[src/dct_map.svh]
// Register offsets, field positions, reset values and timing counts for the dual counter/timer
`ifndef DCT_MAP_SVH
`define DCT_MAP_SVH

// ****************************************
// Special function register offsets
// ****************************************
`define DCT_OFF_CTRL 8'h88
`define DCT_OFF_MODE 8'h89
`define DCT_OFF_T0_LOW 8'h8A
`define DCT_OFF_T1_LOW 8'h8B
`define DCT_OFF_T0_HIGH 8'h8C
`define DCT_OFF_T1_HIGH 8'h8D
`define DCT_OFF_PRESCALE 8'h8E

// ****************************************
// Field positions
// ****************************************
`define DCT_BIT_T0_FAST 3
`define DCT_BIT_T1_FAST 4
`define DCT_BIT_T0_RUN 4
`define DCT_BIT_T0_OVF 5
`define DCT_BIT_T1_RUN 6
`define DCT_BIT_T1_OVF 7
`define DCT_PRESCALE_WMASK 8'h78

// ****************************************
// Reset values and timing
// ****************************************
`define DCT_RST_BYTE 8'h00
`define DCT_TICK_DIV 12
`define DCT_TICK_LAST 4'hB
`define DCT_MODE_13BIT 2'h0
`define DCT_MODE_16BIT 2'h1

`endif

[src/dct_pkg.sv]
// Types shared by the dual counter/timer files
package dct_pkg;
    // One timer's configuration, taken from the control, mode and prescale registers
    typedef struct packed {
        logic run;
        logic gate_en;
        logic count_sel;
        logic fast_tick;
        logic [1:0] mode_sel;
    } dct_cfg_t;

    // Register access strobe group
    typedef struct packed {
        logic wr;
        logic rd;
        logic [7:0] addr;
        logic [7:0] wdata;
    } dct_sfr_t;

    // Edge detector states
    typedef enum logic [2:0] {
        DCT_EDGE_IDLE = 3'b001,
        DCT_EDGE_HIGH = 3'b010,
        DCT_EDGE_LOW = 3'b100
    } dct_edge_t;
endpackage

[src/dct_edge_det.sv]
// Event pin synchroniser and falling edge detector
`timescale 1ns/1ps
module dct_edge_det (
    input wire logic i_ref_clk,
    input wire logic i_arst_n,
    input wire logic i_pin,
    output logic o_fall
);
    import dct_pkg::*;

    logic sync1_reg;
    logic sync2_reg;
    dct_edge_t state_reg;
    dct_edge_t state_next;
    logic fall_next;

    // ****************************************
    // Two stage synchroniser
    // ****************************************
    // First stage is read only by the second
    always_ff @(posedge i_ref_clk or negedge i_arst_n) begin
        if (!i_arst_n) begin
            sync1_reg <= 1'b0;
            sync2_reg <= 1'b0;
        end else begin
            sync1_reg <= i_pin;
            sync2_reg <= sync1_reg;
        end
    end

    // Level tracker; idle until first sample so reset does not fake an edge
    always_comb begin
        state_next = state_reg;
        fall_next = 1'b0;
        case (state_reg)
            DCT_EDGE_IDLE: state_next = sync2_reg ? DCT_EDGE_HIGH : DCT_EDGE_LOW;
            DCT_EDGE_HIGH: begin
                if (!sync2_reg) begin
                    state_next = DCT_EDGE_LOW;
                    fall_next = 1'b1;
                end
            end
            DCT_EDGE_LOW: begin
                if (sync2_reg) begin
                    state_next = DCT_EDGE_HIGH;
                end
            end
            default: state_next = DCT_EDGE_IDLE;
        endcase
    end

    // One pulse per high-to-low transition
    always_ff @(posedge i_ref_clk or negedge i_arst_n) begin
        if (!i_arst_n) begin
            state_reg <= DCT_EDGE_IDLE;
            o_fall <= 1'b0;
        end else begin
            state_reg <= state_next;
            o_fall <= fall_next;
        end
    end
endmodule

[src/dct_timer.sv]
// Dual 13/16-bit counter/timer with its special function registers
`timescale 1ns/1ps
`include "dct_map.svh"
module dct_timer (
    input wire logic i_ref_clk,
    input wire logic i_arst_n,
    input wire dct_pkg::dct_sfr_t i_sfr,
    input wire logic [1:0] i_irq_ack,
    input wire logic [1:0] i_event_pin,
    input wire logic [1:0] i_ext_gate_n,
    output logic [7:0] o_rdata,
    output logic [1:0] o_irq
);
    import dct_pkg::*;

    logic [7:0] ctrl_reg;
    logic [7:0] mode_reg;
    logic [7:0] prescale_reg;
    logic [15:0] cnt_reg [2];
    logic [15:0] cnt_next [2];
    logic [3:0] div_reg;
    logic div_tick;
    logic [1:0] fall;
    logic [1:0] inc;
    logic [1:0] ovf;
    logic [1:0] wr_low;
    logic [1:0] wr_high;
    logic [7:0] rdata_next;
    dct_cfg_t cfg [2];

    // Next count value; mode 13 keeps low bits 7..5 frozen
    function automatic logic [16:0] dct_step(input logic [15:0] cnt, input logic [1:0] mode);
        logic [16:0] res;
        logic [13:0] low13;
        res = {1'b0, cnt};
        low13 = {1'b0, cnt[15:8], cnt[4:0]} + 14'h0001;
        if (mode == `DCT_MODE_13BIT) begin
            res = {low13[13], low13[12:5], cnt[7:5], low13[4:0]};
        end else if (mode == `DCT_MODE_16BIT) begin
            res = {1'b0, cnt} + 17'h00001;
        end
        return res;
    endfunction

    // Address match for one strobe; shared by every register write decode
    function automatic logic dct_hit(input logic strobe, input logic [7:0] addr, input logic [7:0] off);
        return strobe && (addr == off);
    endfunction

    // ****************************************
    // Divide by twelve tick
    // ****************************************
    // Shared divider keeps both slow timers in step
    // Free running, so a slow timer's first tick lands anywhere in twelve clocks
    assign div_tick = (div_reg == `DCT_TICK_LAST);
    always_ff @(posedge i_ref_clk or negedge i_arst_n) begin
        if (!i_arst_n) begin
            div_reg <= 4'h0;
        end else begin
            div_reg <= div_tick ? 4'h0 : div_reg + 4'h1;
        end
    end

    // ****************************************
    // Per-timer configuration and increment
    // ****************************************
    // Field slices from control, mode and prescale registers
    assign cfg[0] = '{run: ctrl_reg[`DCT_BIT_T0_RUN], gate_en: mode_reg[3], count_sel: mode_reg[2],
                      fast_tick: prescale_reg[`DCT_BIT_T0_FAST], mode_sel: mode_reg[1:0]};
    assign cfg[1] = '{run: ctrl_reg[`DCT_BIT_T1_RUN], gate_en: mode_reg[7], count_sel: mode_reg[6],
                      fast_tick: prescale_reg[`DCT_BIT_T1_FAST], mode_sel: mode_reg[5:4]};

    genvar g;
    generate
        for (g = 0; g < 2; g++) begin : gen_tmr
            logic enable;
            logic src;
            logic [16:0] step;
            logic wr_any;
            dct_edge_det u_edge (
                .i_ref_clk(i_ref_clk),
                .i_arst_n(i_arst_n),
                .i_pin(i_event_pin[g]),
                .o_fall(fall[g])
            );
            assign enable = cfg[g].run && (!cfg[g].gate_en || i_ext_gate_n[g]);
            assign src = cfg[g].count_sel ? fall[g]
                       : (cfg[g].fast_tick || div_tick);
            assign step = dct_step(cnt_reg[g], cfg[g].mode_sel);
            // Modes 2 and 3 are not built here, so they hold
            assign inc[g] = enable && src && !cfg[g].mode_sel[1];
            // Byte write strobes for this timer's count
            assign wr_low[g] = dct_hit(i_sfr.wr, i_sfr.addr, g == 0 ? `DCT_OFF_T0_LOW : `DCT_OFF_T1_LOW);
            assign wr_high[g] = dct_hit(i_sfr.wr, i_sfr.addr, g == 0 ? `DCT_OFF_T0_HIGH : `DCT_OFF_T1_HIGH);
            assign wr_any = wr_low[g] || wr_high[g];
            // Byte writes beat a same-cycle tick; run bit never touches count
            // Dropping that tick keeps a loaded start value exact
            assign cnt_next[g] = wr_any
                ? {wr_high[g] ? i_sfr.wdata : cnt_reg[g][15:8],
                   wr_low[g] ? i_sfr.wdata : cnt_reg[g][7:0]}
                : (inc[g] ? step[15:0] : cnt_reg[g]);
            // No overflow from a cycle that loads the count
            assign ovf[g] = inc[g] && !wr_any && step[16];

            always_ff @(posedge i_ref_clk or negedge i_arst_n) begin
                if (!i_arst_n) begin
                    cnt_reg[g] <= {`DCT_RST_BYTE, `DCT_RST_BYTE};
                end else begin
                    cnt_reg[g] <= cnt_next[g];
                end
            end
        end
    endgenerate

    // ****************************************
    // Register writes
    // ****************************************
    logic [7:0] ctrl_wr;
    logic [7:0] ctrl_next;
    logic wr_ctrl;
    logic wr_mode;
    logic wr_prescale;

    // Named write decodes keep the register processes short
    assign wr_ctrl = dct_hit(i_sfr.wr, i_sfr.addr, `DCT_OFF_CTRL);
    assign wr_mode = dct_hit(i_sfr.wr, i_sfr.addr, `DCT_OFF_MODE);
    assign wr_prescale = dct_hit(i_sfr.wr, i_sfr.addr, `DCT_OFF_PRESCALE);

    // Overflow set wins over a software clear or an interrupt acknowledge
    // A clear racing a wrap would otherwise lose that overflow for good
    assign ctrl_wr = wr_ctrl ? i_sfr.wdata : ctrl_reg;
    always_comb begin
        ctrl_next = ctrl_wr;
        ctrl_next[`DCT_BIT_T0_OVF] = ovf[0] || (ctrl_wr[`DCT_BIT_T0_OVF] && !i_irq_ack[0]);
        ctrl_next[`DCT_BIT_T1_OVF] = ovf[1] || (ctrl_wr[`DCT_BIT_T1_OVF] && !i_irq_ack[1]);
    end

    // Control byte, flags already merged
    always_ff @(posedge i_ref_clk or negedge i_arst_n) begin
        if (!i_arst_n) begin
            ctrl_reg <= `DCT_RST_BYTE;
        end else begin
            ctrl_reg <= ctrl_next;
        end
    end

    // Mode byte is plain storage for both timers
    always_ff @(posedge i_ref_clk or negedge i_arst_n) begin
        if (!i_arst_n) begin
            mode_reg <= `DCT_RST_BYTE;
        end else if (wr_mode) begin
            mode_reg <= i_sfr.wdata;
        end
    end

    // Prescale byte; bits 7 and 2..0 never stored, so they read zero
    always_ff @(posedge i_ref_clk or negedge i_arst_n) begin
        if (!i_arst_n) begin
            prescale_reg <= `DCT_RST_BYTE;
        end else if (wr_prescale) begin
            prescale_reg <= i_sfr.wdata & `DCT_PRESCALE_WMASK;
        end
    end

    // ****************************************
    // Read data and interrupt requests
    // ****************************************
    // Registered read mux; unmapped offsets read zero
    always_comb begin
        case (i_sfr.addr)
            `DCT_OFF_CTRL: rdata_next = ctrl_reg;
            `DCT_OFF_MODE: rdata_next = mode_reg;
            `DCT_OFF_T0_LOW: rdata_next = cnt_reg[0][7:0];
            `DCT_OFF_T1_LOW: rdata_next = cnt_reg[1][7:0];
            `DCT_OFF_T0_HIGH: rdata_next = cnt_reg[0][15:8];
            `DCT_OFF_T1_HIGH: rdata_next = cnt_reg[1][15:8];
            `DCT_OFF_PRESCALE: rdata_next = prescale_reg;
            default: rdata_next = 8'h00;
        endcase
    end

    // Read data stands one cycle after the strobe, zero otherwise
    always_ff @(posedge i_ref_clk or negedge i_arst_n) begin
        if (!i_arst_n) begin
            o_rdata <= 8'h00;
        end else begin
            o_rdata <= i_sfr.rd ? rdata_next : 8'h00;
        end
    end

    // Request mirrors the flag in the same edge that sets it
    always_ff @(posedge i_ref_clk or negedge i_arst_n) begin
        if (!i_arst_n) begin
            o_irq <= 2'h0;
        end else begin
            o_irq <= {ctrl_next[`DCT_BIT_T1_OVF], ctrl_next[`DCT_BIT_T0_OVF]};
        end
    end
endmodule

[config.mk]
export PLATFORM = sky130hd
export DESIGN_NAME = dct_timer
export DESIGN_NICKNAME = d
export VERILOG_FILES = /design/src/dct_pkg.sv /design/src/dct_edge_det.sv /design/src/dct_timer.sv
export VERILOG_INCLUDE_DIRS = /design/src
export SDC_FILE = /design/constraint.sdc
export NUM_CORES = 1
export LEC_CHECK = 0
export ABC_CLOCK_PERIOD_IN_PS = 2750
export BUFFER_PORTS_ARGS = -buffer_cell sky130_fd_sc_hd__buf_4
export CORE_AREA = 2 2 92 94
export DETAILED_ROUTE_END_ITERATION = 12
export DIE_AREA = 0 0 94 96
export PLACE_DENSITY = 0.8
export SYNTH_ARGS = -nofsm -noshare
export SYNTH_HDL_FRONTEND = slang
export SYNTH_SLANG_ARGS = --single-unit
[constraint.sdc]
create_clock -name i_ref_clk -period 2.75 [get_ports i_ref_clk]
set_input_delay 0.4125 -clock i_ref_clk [delete_from_list [all_inputs] [get_ports i_ref_clk]]
set_output_delay 0.4125 -clock i_ref_clk [all_outputs]
set_load 0.05 [all_outputs]
==> results of run 1 <==
-- how the worst max path moves through the flow --
| stage | end | startpoint | slack [ns] | cells past startpoint |
|---|---|---|---|---|
| 6_report | cnt_reg[13] | div_reg[0] | 0.30 | 6 |
| 3_5_place_dp | cnt_reg[14] | i_sfr[14] | 0.32 | 6 |
| 2_1_floorplan | cnt_reg[16] | div_reg[0] | 0.49 | 7 |
| 3_3_place_gp | cnt_reg[14] | i_sfr[14] | 0.38 | 6 |
| 4_1_cts | cnt_reg[13] | div_reg[0] | 0.33 | 6 |
| 5_1_grt | cnt_reg[15] | div_reg[0] | 0.18 | 6 |
-- cells by family after synthesis --
group           after synthesis  share of synthesized area
compound gates              149                     0.2314
mux                          30                    0.08421
xor+xnor                      6                    0.01130
flops                        76                     0.4095
simple gates                168                     0.2055
fa+ha+maj                     3                   0.008072
buf+inv                      55                    0.05004
-- critical path, cell delays in order, from the launching register on --
cell,delay (ns)
dfrtp_1,0.40
ha_1,0.24
and3b_1,0.23
or3_1,0.46
a21boi_1,0.63
or2_2,0.28
o211ai_1,0.10
-- report_power, final --
group / internal (µW) / switching (µW)
Combinational: 125 / 195
Sequential: 1210 / 81.3
Clock: 376 / 402
-- synth_stat cells, types with 4 or more instances --
cell and n:
dfrtp_1 74, nand2_1 33, inv_1 29, nor2_1 29, o21ai_0 27, a22oi_1 19
mux2_2 18, o22ai_1 16, clkbuf_1 13, nand3_1 13, nand4_1 11, o31ai_1 11
nor3_1 10, nor4_1 10, a211oi_1 9, a21oi_1 9, a32oi_1 9, and3_1 9
nand2b_1 9, and2_1 7, a31oi_1 6, buf_2 6, nor2b_1 6, o31a_1 6
mux2i_1 5, mux4_2 5, o211ai_1 5, or3_1 4, xnor2_1 4
-- per-stage QoR --
step                      setup WS (ns)  cell area [µm²]  hold slack (ns)
after CTS                        0.3335             5185           0.1465
final                            0.2978             5185           0.1572
after detailed placement         0.3240             5012           0.3410
after global routing             0.1838             5185           0.1448
after floorplan                  0.4857             4651           0.1169
after global placement           0.3754             5012           0.3386
-- per-layer routing --
layer / GRT usage / part of all wire
met5: 0 / 0
met4: 0.1208 / 0.033
met3: 0.07361 / 0.095
met2: 0.4810 / 0.45
met1: 0.4093 / 0.42
-- layout make-up --
class	instances	share of cell area
Multi-Input combinational cell	356	0.4865
Inverter	29	0.02099
Sequential cell	76	0.3673
Tap cell	105	0.02534
Clock buffer	14	0.03137
Clock inverter	2	0.001931
Timing Repair Buffer	46	0.06660
==> flow_summary_export.csv, run 1 <==
group,metric,value,unit
finish,area_growth,11.49,%
timing,hold_viol_final,0,
floorplanning,row_count,33,
synthesis,ys_seq_elements,76,
timing,rsz0062_at_grt,"no",
routing,ant_nets,0,
placed_design,port_buffers,35,
critical_path,reg2regPathDepth,6,
routing,routed_wl,12.75,mm
floorplanning,io_pins,36,
floorplanning,die_area,9024,µm²
finish,final_cells,628,
finish,mostFrequentLayoutCells,"74 x dfrtp_1, 46 x buf_4, 33 x nand2_1",
routing,vias_per_cell,6.836,
finish,fill_cells,649,
min_path,min_to,"gen_tmr[1].u_edge.sync1_reg",
synthesis,yosysWarnings,0,
critical_path,critPathMaxFanout,9,
clock_tree,cts.repair.resized,0,
job,cap_violations,0,
synthesis,syn_inst,487,
finish,nNetsFinal,547,
timing,slew_violations,0,
finish,largest_reg_flops,32,
global_route,grt_pass1_wl,20.98,mm
critical_path,criticalPathCategory,"reg -> reg",
global_route,grt_pass1_vias,4051,
timing,tns,0,ns
clock_tree,cts_root_buffer,"clkbuf_8",
placed_design,place_congestion,0.9972,
synthesis,synth.area.top_cells,"dfrtp_1 40%, mux2_2 4.4%, a22oi_1 3.1%, o21ai_0 2.9%, nand2_1 2.7%",
critical_path,reg2reg_from,"div_reg[0]",
global_route,overflow,0,
synthesis,netlist_area,4651,µm²
critical_path,rrSetupSlack,0.30,ns
clock_tree,clk_pin_slew,0.08,ns
placed_design,dp.cells,612,
clock_tree,postCtsHoldBufs,0,
min_path,holdPathStages,1,
synthesis,syn-num-nets,516,
placed_design,hpwl,9.228,mm
critical_path,critPathArrivalTime,2.69,ns
synthesis,synth-main-ff-cell,"dfrtp_1",
synthesis,synth_top_area_cell,"dfrtp_1",
synthesis,synth_top_area_share,0.3982,
clock_tree,cts_sinks,76,
finish,multiInputGateArea,2522,µm²
critical_path,start_kind,"flop",
floorplanning,die_x,94,µm
floorplanning,fp.coreArea,8051,µm²
finish,layout_commonest_cell,"dfrtp_1",
power,total_power,2390,µW
finish,utilization,0.6440,
clock_tree,cts_buffers,9,
clock_tree,clk_latency,0.36,ns
routing,post_drt_wl_per_cell,20.30,µm
power,power.density,460.9,nW/µm²
synthesis,synth-async-reset-ratio,1.000,
routing,drt-initial-drc-count,469,
finish,register_area,1904,µm²
timing,final.period_utilization,0.8917,
synthesis,synth_edf_count,0,
power,peakVddDrop,0.3689,mV
timing,relSlewSlack,0.3770,
clock_tree,postCtsSetupRepairBufs,0,
timing,setup_violations,0,
timing,skew,0.01071,ns
synthesis,synth_cell_types,77,
critical_path,crit_path_end_kind,"flop",
finish,drive_gt1_frac,0.1931,
clock_tree,cts_tree,"built",
synthesis,ys_seq_area_frac,0.4095,
global_route,grt_util_all_layers,0.3052,
timing,min_period,2.452,ns
clock_tree,cts_max_path_buffers,2,
critical_path,worstReg2RegEnd,"cnt_reg[13]",
status,status,"finished, final reports clean",
timing,tightest_slew,0.9345,ns
finish,diodes,0,
routing,firstDrtPassIters,5,
routing,drc,0,
floorplanning,dieHeight,96,µm
routing,vias,4293,
global_route,antenna_found_initial,0,
floorplanning,initial_utilization,0.5776,
synthesis,syn-mean-instance-area,9.550,µm²
critical_path,required,2.99,ns
timing,fmax,407.8,MHz
min_path,hp-start,"i_event_pin[1]",
power,p_leak,0.002130,µW
min_path,hp-class,"in -> reg",
clock_tree,cts_htree_levels,3,
global_route,grt_max_degree,77,
(Power assumes the default switching activity.)
==> run 2: changes to the inputs <==
- PLACE_DENSITY: 0.8 -> default
- PLACE_DENSITY_LB_ADDON: default -> 0.1
==> run 2 against run 1 <==
Compared with the run above:
- first-iteration DRC count decreased by 8.7%
- hold slack got worse by 0.0031 ns
- sequential share of layout area decreased by 0.18 points
- critical endpoint is now cnt_reg[14]
==> flow_summary_export.csv, run 2 (same netlist as run 1, synthesis figures left out) <==
group,metric,value,unit
timing,relSlewSlack,0.3624,
timing,tns,0,ns
critical_path,start_kind,"flop",
timing,setup_violations,0,
min_path,hp-start,"i_event_pin[1]",
global_route,grt_pass1_vias,3975,
placed_design,place_congestion,0.9566,
global_route,grt_pass1_wl,21.15,mm
clock_tree,cts_tree,"built",
min_path,min_to,"gen_tmr[1].u_edge.sync1_reg",
finish,area_growth,12.03,%
timing,setup_ws,0.3529,ns
critical_path,criticalPathCategory,"reg -> reg",
power,power.density,474.2,nW/µm²
finish,layout_commonest_cell,"dfrtp_1",
floorplanning,io_pins,36,
critical_path,required,2.99,ns
floorplanning,dieHeight,96,µm
finish,multiInputGateArea,2522,µm²
timing,rsz0062_at_grt,"no",
floorplanning,fp.coreArea,8051,µm²
clock_tree,postCtsHoldBufs,0,
global_route,overflow,0,
routing,ant_nets,0,
finish,diodes,0,
min_path,holdPathStages,1,
routing,drc,0,
critical_path,reg2reg_from,"div_reg[0]",
global_route,grt_util_all_layers,0.3117,
timing,fmax,417.2,MHz
timing,min_period,2.397,ns
power,total_power,2470,µW
critical_path,critPathArrivalTime,2.64,ns
routing,post_drt_wl_per_cell,21.06,µm
finish,utilization,0.6471,
finish,final_cells,628,
clock_tree,cts_buffers,9,
clock_tree,clk_latency,0.36,ns
placed_design,pre_cts_slack,0.2586,ns
critical_path,reg2regPathDepth,6,
critical_path,critPathMaxFanout,9,
floorplanning,row_count,33,
clock_tree,cts.repair.resized,0,
timing,tightest_slew,0.9565,ns
routing,vias,4277,
timing,slew_violations,0,
clock_tree,cts_max_path_buffers,2,
finish,drive_gt1_frac,0.1989,
clock_tree,postCtsSetupRepairBufs,0,
floorplanning,die_x,94,µm
power,p_leak,0.002143,µW
global_route,grt_max_degree,77,
finish,register_area,1904,µm²
placed_design,hpwl,9.461,mm
global_route,antenna_found_initial,0,
placed_design,port_buffers,35,
placed_design,dp.cells,613,
timing,final.period_utilization,0.8717,
routing,vias_per_cell,6.811,
floorplanning,initial_utilization,0.5776,
power,peakVddDrop,0.5041,mV
min_path,hp-class,"in -> reg",
finish,fill_cells,652,
routing,routed_wl,13.22,mm
critical_path,rrSetupSlack,0.35,ns
routing,firstDrtPassIters,5,
timing,skew,0.01611,ns
finish,largest_reg_flops,32,
finish,nNetsFinal,548,
critical_path,worstReg2RegEnd,"cnt_reg[14]",
clock_tree,cts_htree_levels,3,
floorplanning,die_area,9024,µm²
routing,drt-initial-drc-count,428,
timing,hold_viol_final,0,
clock_tree,cts_root_buffer,"clkbuf_8",
status,status,"finished, final reports clean",
clock_tree,clk_pin_slew,0.09,ns
finish,mostFrequentLayoutCells,"74 x dfrtp_1, 47 x buf_4, 33 x nand2_1",
critical_path,crit_path_end_kind,"flop",
clock_tree,cts_sinks,76,
job,cap_violations,0,
[run 2: cell count changes in the layout (fill, tap and decap cells not counted)]
cell and delta:
clkbuf_1 -3, buf_4 +1, bufinv_16 +1, clkbuf_8 -1
clkinv_2 +1, clkinvlp_4 +1
[run 2: per-stage QoR]
step,hold slack [ns],instance area [µm²]
finish,0.1541,5210
global route,0.1474,5210
global placement,0.3412,5020
floorplan,0.1169,4651
CTS,0.1530,5210
detailed placement,0.3471,5020
[run 2: layout make-up]
| type | instances | share of cell area |
|---|---|---|
| multi-input cells | 356 | 0.4841 |
| repair buffers | 47 | 0.06772 |
| inverters | 29 | 0.02089 |
| flip-flops and latches | 76 | 0.3655 |
| clock inverters | 5 | 0.01009 |
| well taps | 105 | 0.02522 |
| clock buffers | 10 | 0.02642 |
[run 2: worst max-delay path, stage by stage, from the launching register on]
cell and delay (ns):
dfrtp_1 0.40, ha_1 0.23, and3b_1 0.24, or3_1 0.44, a21boi_1 0.59, or2_2 0.27, o32ai_1 0.10
[run 2: worst max path at each step]
stage,slack (ns),end,start,cells after the start
floorplan,0.49,cnt_reg[16],div_reg[0],7
global placement,0.38,cnt_reg[14],i_sfr[14],6
detailed placement,0.26,cnt_reg[14],i_sfr[14],6
CTS,0.39,cnt_reg[13],div_reg[0],6
global route,0.19,cnt_reg[13],div_reg[0],6
finish,0.35,cnt_reg[14],div_reg[0],6
[run 2: where the power goes]
group | internal (µW) | switching (µW) | total (µW)
sequential | 1210 | 81.9 | 1290
combinational | 126 | 196 | 322
clock | 434 | 422 | 856
total | 1770 | 700 | 2470
[run 2: routing by layer]
layer | part of all wire | track usage | wire, µm
met5 | 0 | 0 | 0
met4 | 0.024 | 0.1159 | 318
met1 | 0.43 | 0.4543 | 5680
met3 | 0.095 | 0.05403 | 1259
met2 | 0.45 | 0.4679 | 5964
==> run 3: changes to the inputs <==
- CORE_AREA: 2 2 92 94 -> 2 2 96 89
- DIE_AREA: 0 0 94 96 -> 0 0 98 91
==> run 3 against run 2 <==
Compared with the run above:
- utilization grew 1.6 points
- power grew 3.6%
- sequential power is essentially flat
==> flow_summary_export.csv, run 3 (same netlist as run 1, synthesis figures left out) <==
group,metric,value,unit
clock_tree,cts.repair.resized,0,
finish,fill_cells,660,
power,switchingPower,777.1,µW
critical_path,critPathMaxFanout,9,
job,cap_violations,0,
clock_tree,clk_pin_slew,0.10,ns
global_route,use_met2,0.4538,
clock_tree,cts_htree_levels,3,
routing,post_drt_wl_per_cell,21.32,µm
critical_path,worst_path_max_delay_cell,"a21boi_1",
clock_tree,cts_max_path_buffers,2,
finish,drive_gt1_frac,0.2004,
timing,min_period,2.484,ns
global_route,grt_pass1_wl,21.60,mm
critical_path,start_kind,"flop",
timing,tightest_slew,0.9313,ns
timing,skew,0.01435,ns
power,power.density,489.9,nW/µm²
critical_path,path_cells,"ha_1 -> and3b_1 -> or3_1 -> a21boi_1 -> or2_2 -> o32ai_1",
critical_path,required,2.99,ns
placed_design,hpwl,9.549,mm
min_path,hp-class,"in -> reg",
timing,setup_violations,0,
global_route,grt_pass1_vias,4000,
clock_tree,postCtsHoldBufs,0,
clock_tree,cts_sinks,76,
power,peakVddDrop,0.4822,mV
global_route,grt_util_all_layers,0.3078,
clock_tree,clk_latency,0.36,ns
timing,slew_violations,0,
power,seqPwrFrac,0.505,
finish,area_growth,12.32,%
floorplanning,initial_utilization,0.5907,
critical_path,slowest_delay,0.63,ns
floorplanning,die_x,98,µm
critical_path,critPathArrivalTime,2.72,ns
clock_tree,postCtsSetupRepairBufs,0,
timing,final.period_utilization,0.9033,
clock_tree,cts_tree,"built",
floorplanning,dieHeight,91,µm
power,total_power,2559,µW
global_route,antenna_found_initial,0,
power,clockPowerShare,0.368,
routing,firstDrtPassIters,5,
critical_path,crit_path_end_kind,"flop",
placed_design,port_buffers,35,
power,combPwrFrac,0.127,
clock_tree,cts_buffers,9,
finish,nNetsFinal,548,
routing,drt-initial-drc-count,463,
clock_tree,cts_root_buffer,"clkbuf_8",
routing,routed_wl,13.28,mm
routing,drc,0,
floorplanning,die_area,8918,µm²
finish,layout_commonest_cell,"dfrtp_1",
global_route,grt_max_degree,77,
finish,mostFrequentLayoutCells,"74 x dfrtp_1, 47 x buf_4, 33 x nand2_1",
finish,diodes,0,
floorplanning,io_pins,36,
routing,vias_per_cell,6.900,
floorplanning,row_count,31,
global_route,grtUsageMet3,0.09623,
timing,fmax,402.6,MHz
routing,ant_nets,0,
finish,largest_reg_flops,32,
critical_path,criticalPathCategory,"reg -> reg",
timing,rsz0062_at_grt,"no",
placed_design,place_congestion,0.9490,
power,p_sw_frac,0.3037,
timing,hold_viol_final,0,
routing,vias,4299,
power,p_leak,0.002154,µW
global_route,overflow,0,
global_route,top_usage_layer,"met2",
power,internal-power,1782,µW
floorplanning,fp.coreArea,7874,µm²
timing,tns,0,ns
timing,relSlewSlack,0.3791,
status,status,"finished, final reports clean",
global_route,grt_use_met1,0.4435,
## run 3: cell count changes in the layout (fill, tap and decap cells not counted), sizes merged
cell	before	now
clkbuf	10	9
clkinv	3	0
inv	29	35
clkinvlp	1	0
## run 3: per-stage QoR
stage	cell area (µm²)	hold slack, ns	instances	utilization	setup slack, ns
detailed placement	5012	0.3370	607	0.6366	0.1940
CTS	5224	0.1445	623	0.6634	0.2924
floorplan	4651	0.1169	487	-	0.4857
global route	5224	0.1307	623	0.6634	0.1269
global placement	5012	0.3392	607	0.6366	0.3513
finish	5224	0.1532	623	0.6634	0.2659
## run 3: worst max-delay path, delay by kind of cell (launching register included)
| family | cells | cell delay (ns) |
|---|---|---|
| AO/OA/AOI/OAI | 2 | 0.75 |
| adder cells (fa/ha/maj) | 1 | 0.24 |
| flip-flops | 1 | 0.41 |
| AND/OR/NAND/NOR | 3 | 0.96 |
## run 3: path summary, 6_finish.rpt
path / from / to / slack [ns] / cells after the start
min in group asynchronous: i_arst_n / o_rdata[3] / 0.19 / 1
worst max register to register: div_reg[0] / cnt_reg[14] / 0.27 / 6
max in group asynchronous: i_arst_n / cnt_reg[19] / 1.96 / 1
worst min register to register: gen_tmr[0].u_edge.sync1_reg / gen_tmr[0].u_edge.sync2_reg / 0.37 / 0
worst min-delay path: i_event_pin[1] / gen_tmr[1].u_edge.sync1_reg / 0.15 / 1
worst max-delay path: div_reg[0] / cnt_reg[14] / 0.27 / 6
## run 3: metal layers
| metal | vias up | routed length, µm |
|---|---|---|
| li1 | 1935 | - |
| met1 | 2077 | 5694 |
| met2 | 257 | 5940 |
| met3 | 30 | 1415 |
| met4 | 0 | 229 |
| met5 | - | 0 |
## run 3: power groups by stage
| stage | clock network (µW) | logic, µW | registers (µW) |
|---|---|---|---|
| after floorplan | 0 | 206 | 1280 |
| after global routing | 1000 | 366 | 1310 |
| after global placement | 0 | 309 | 1310 |
| after CTS | 951 | 323 | 1290 |
| final | 941 | 325 | 1290 |
| after detailed placement | 0 | 320 | 1310 |
## run 3: layout make-up
cell class | count | area [µm²] | area share
multi-input combinational | 356 | 2522 | 0.4829
sequential | 76 | 1904 | 0.3646
timing repair buffer | 47 | 352.8 | 0.06754
clock buffer | 9 | 123.9 | 0.02371
tap | 99 | 123.9 | 0.02371
inverter | 29 | 108.9 | 0.02084
clock inverter | 7 | 87.58 | 0.01677
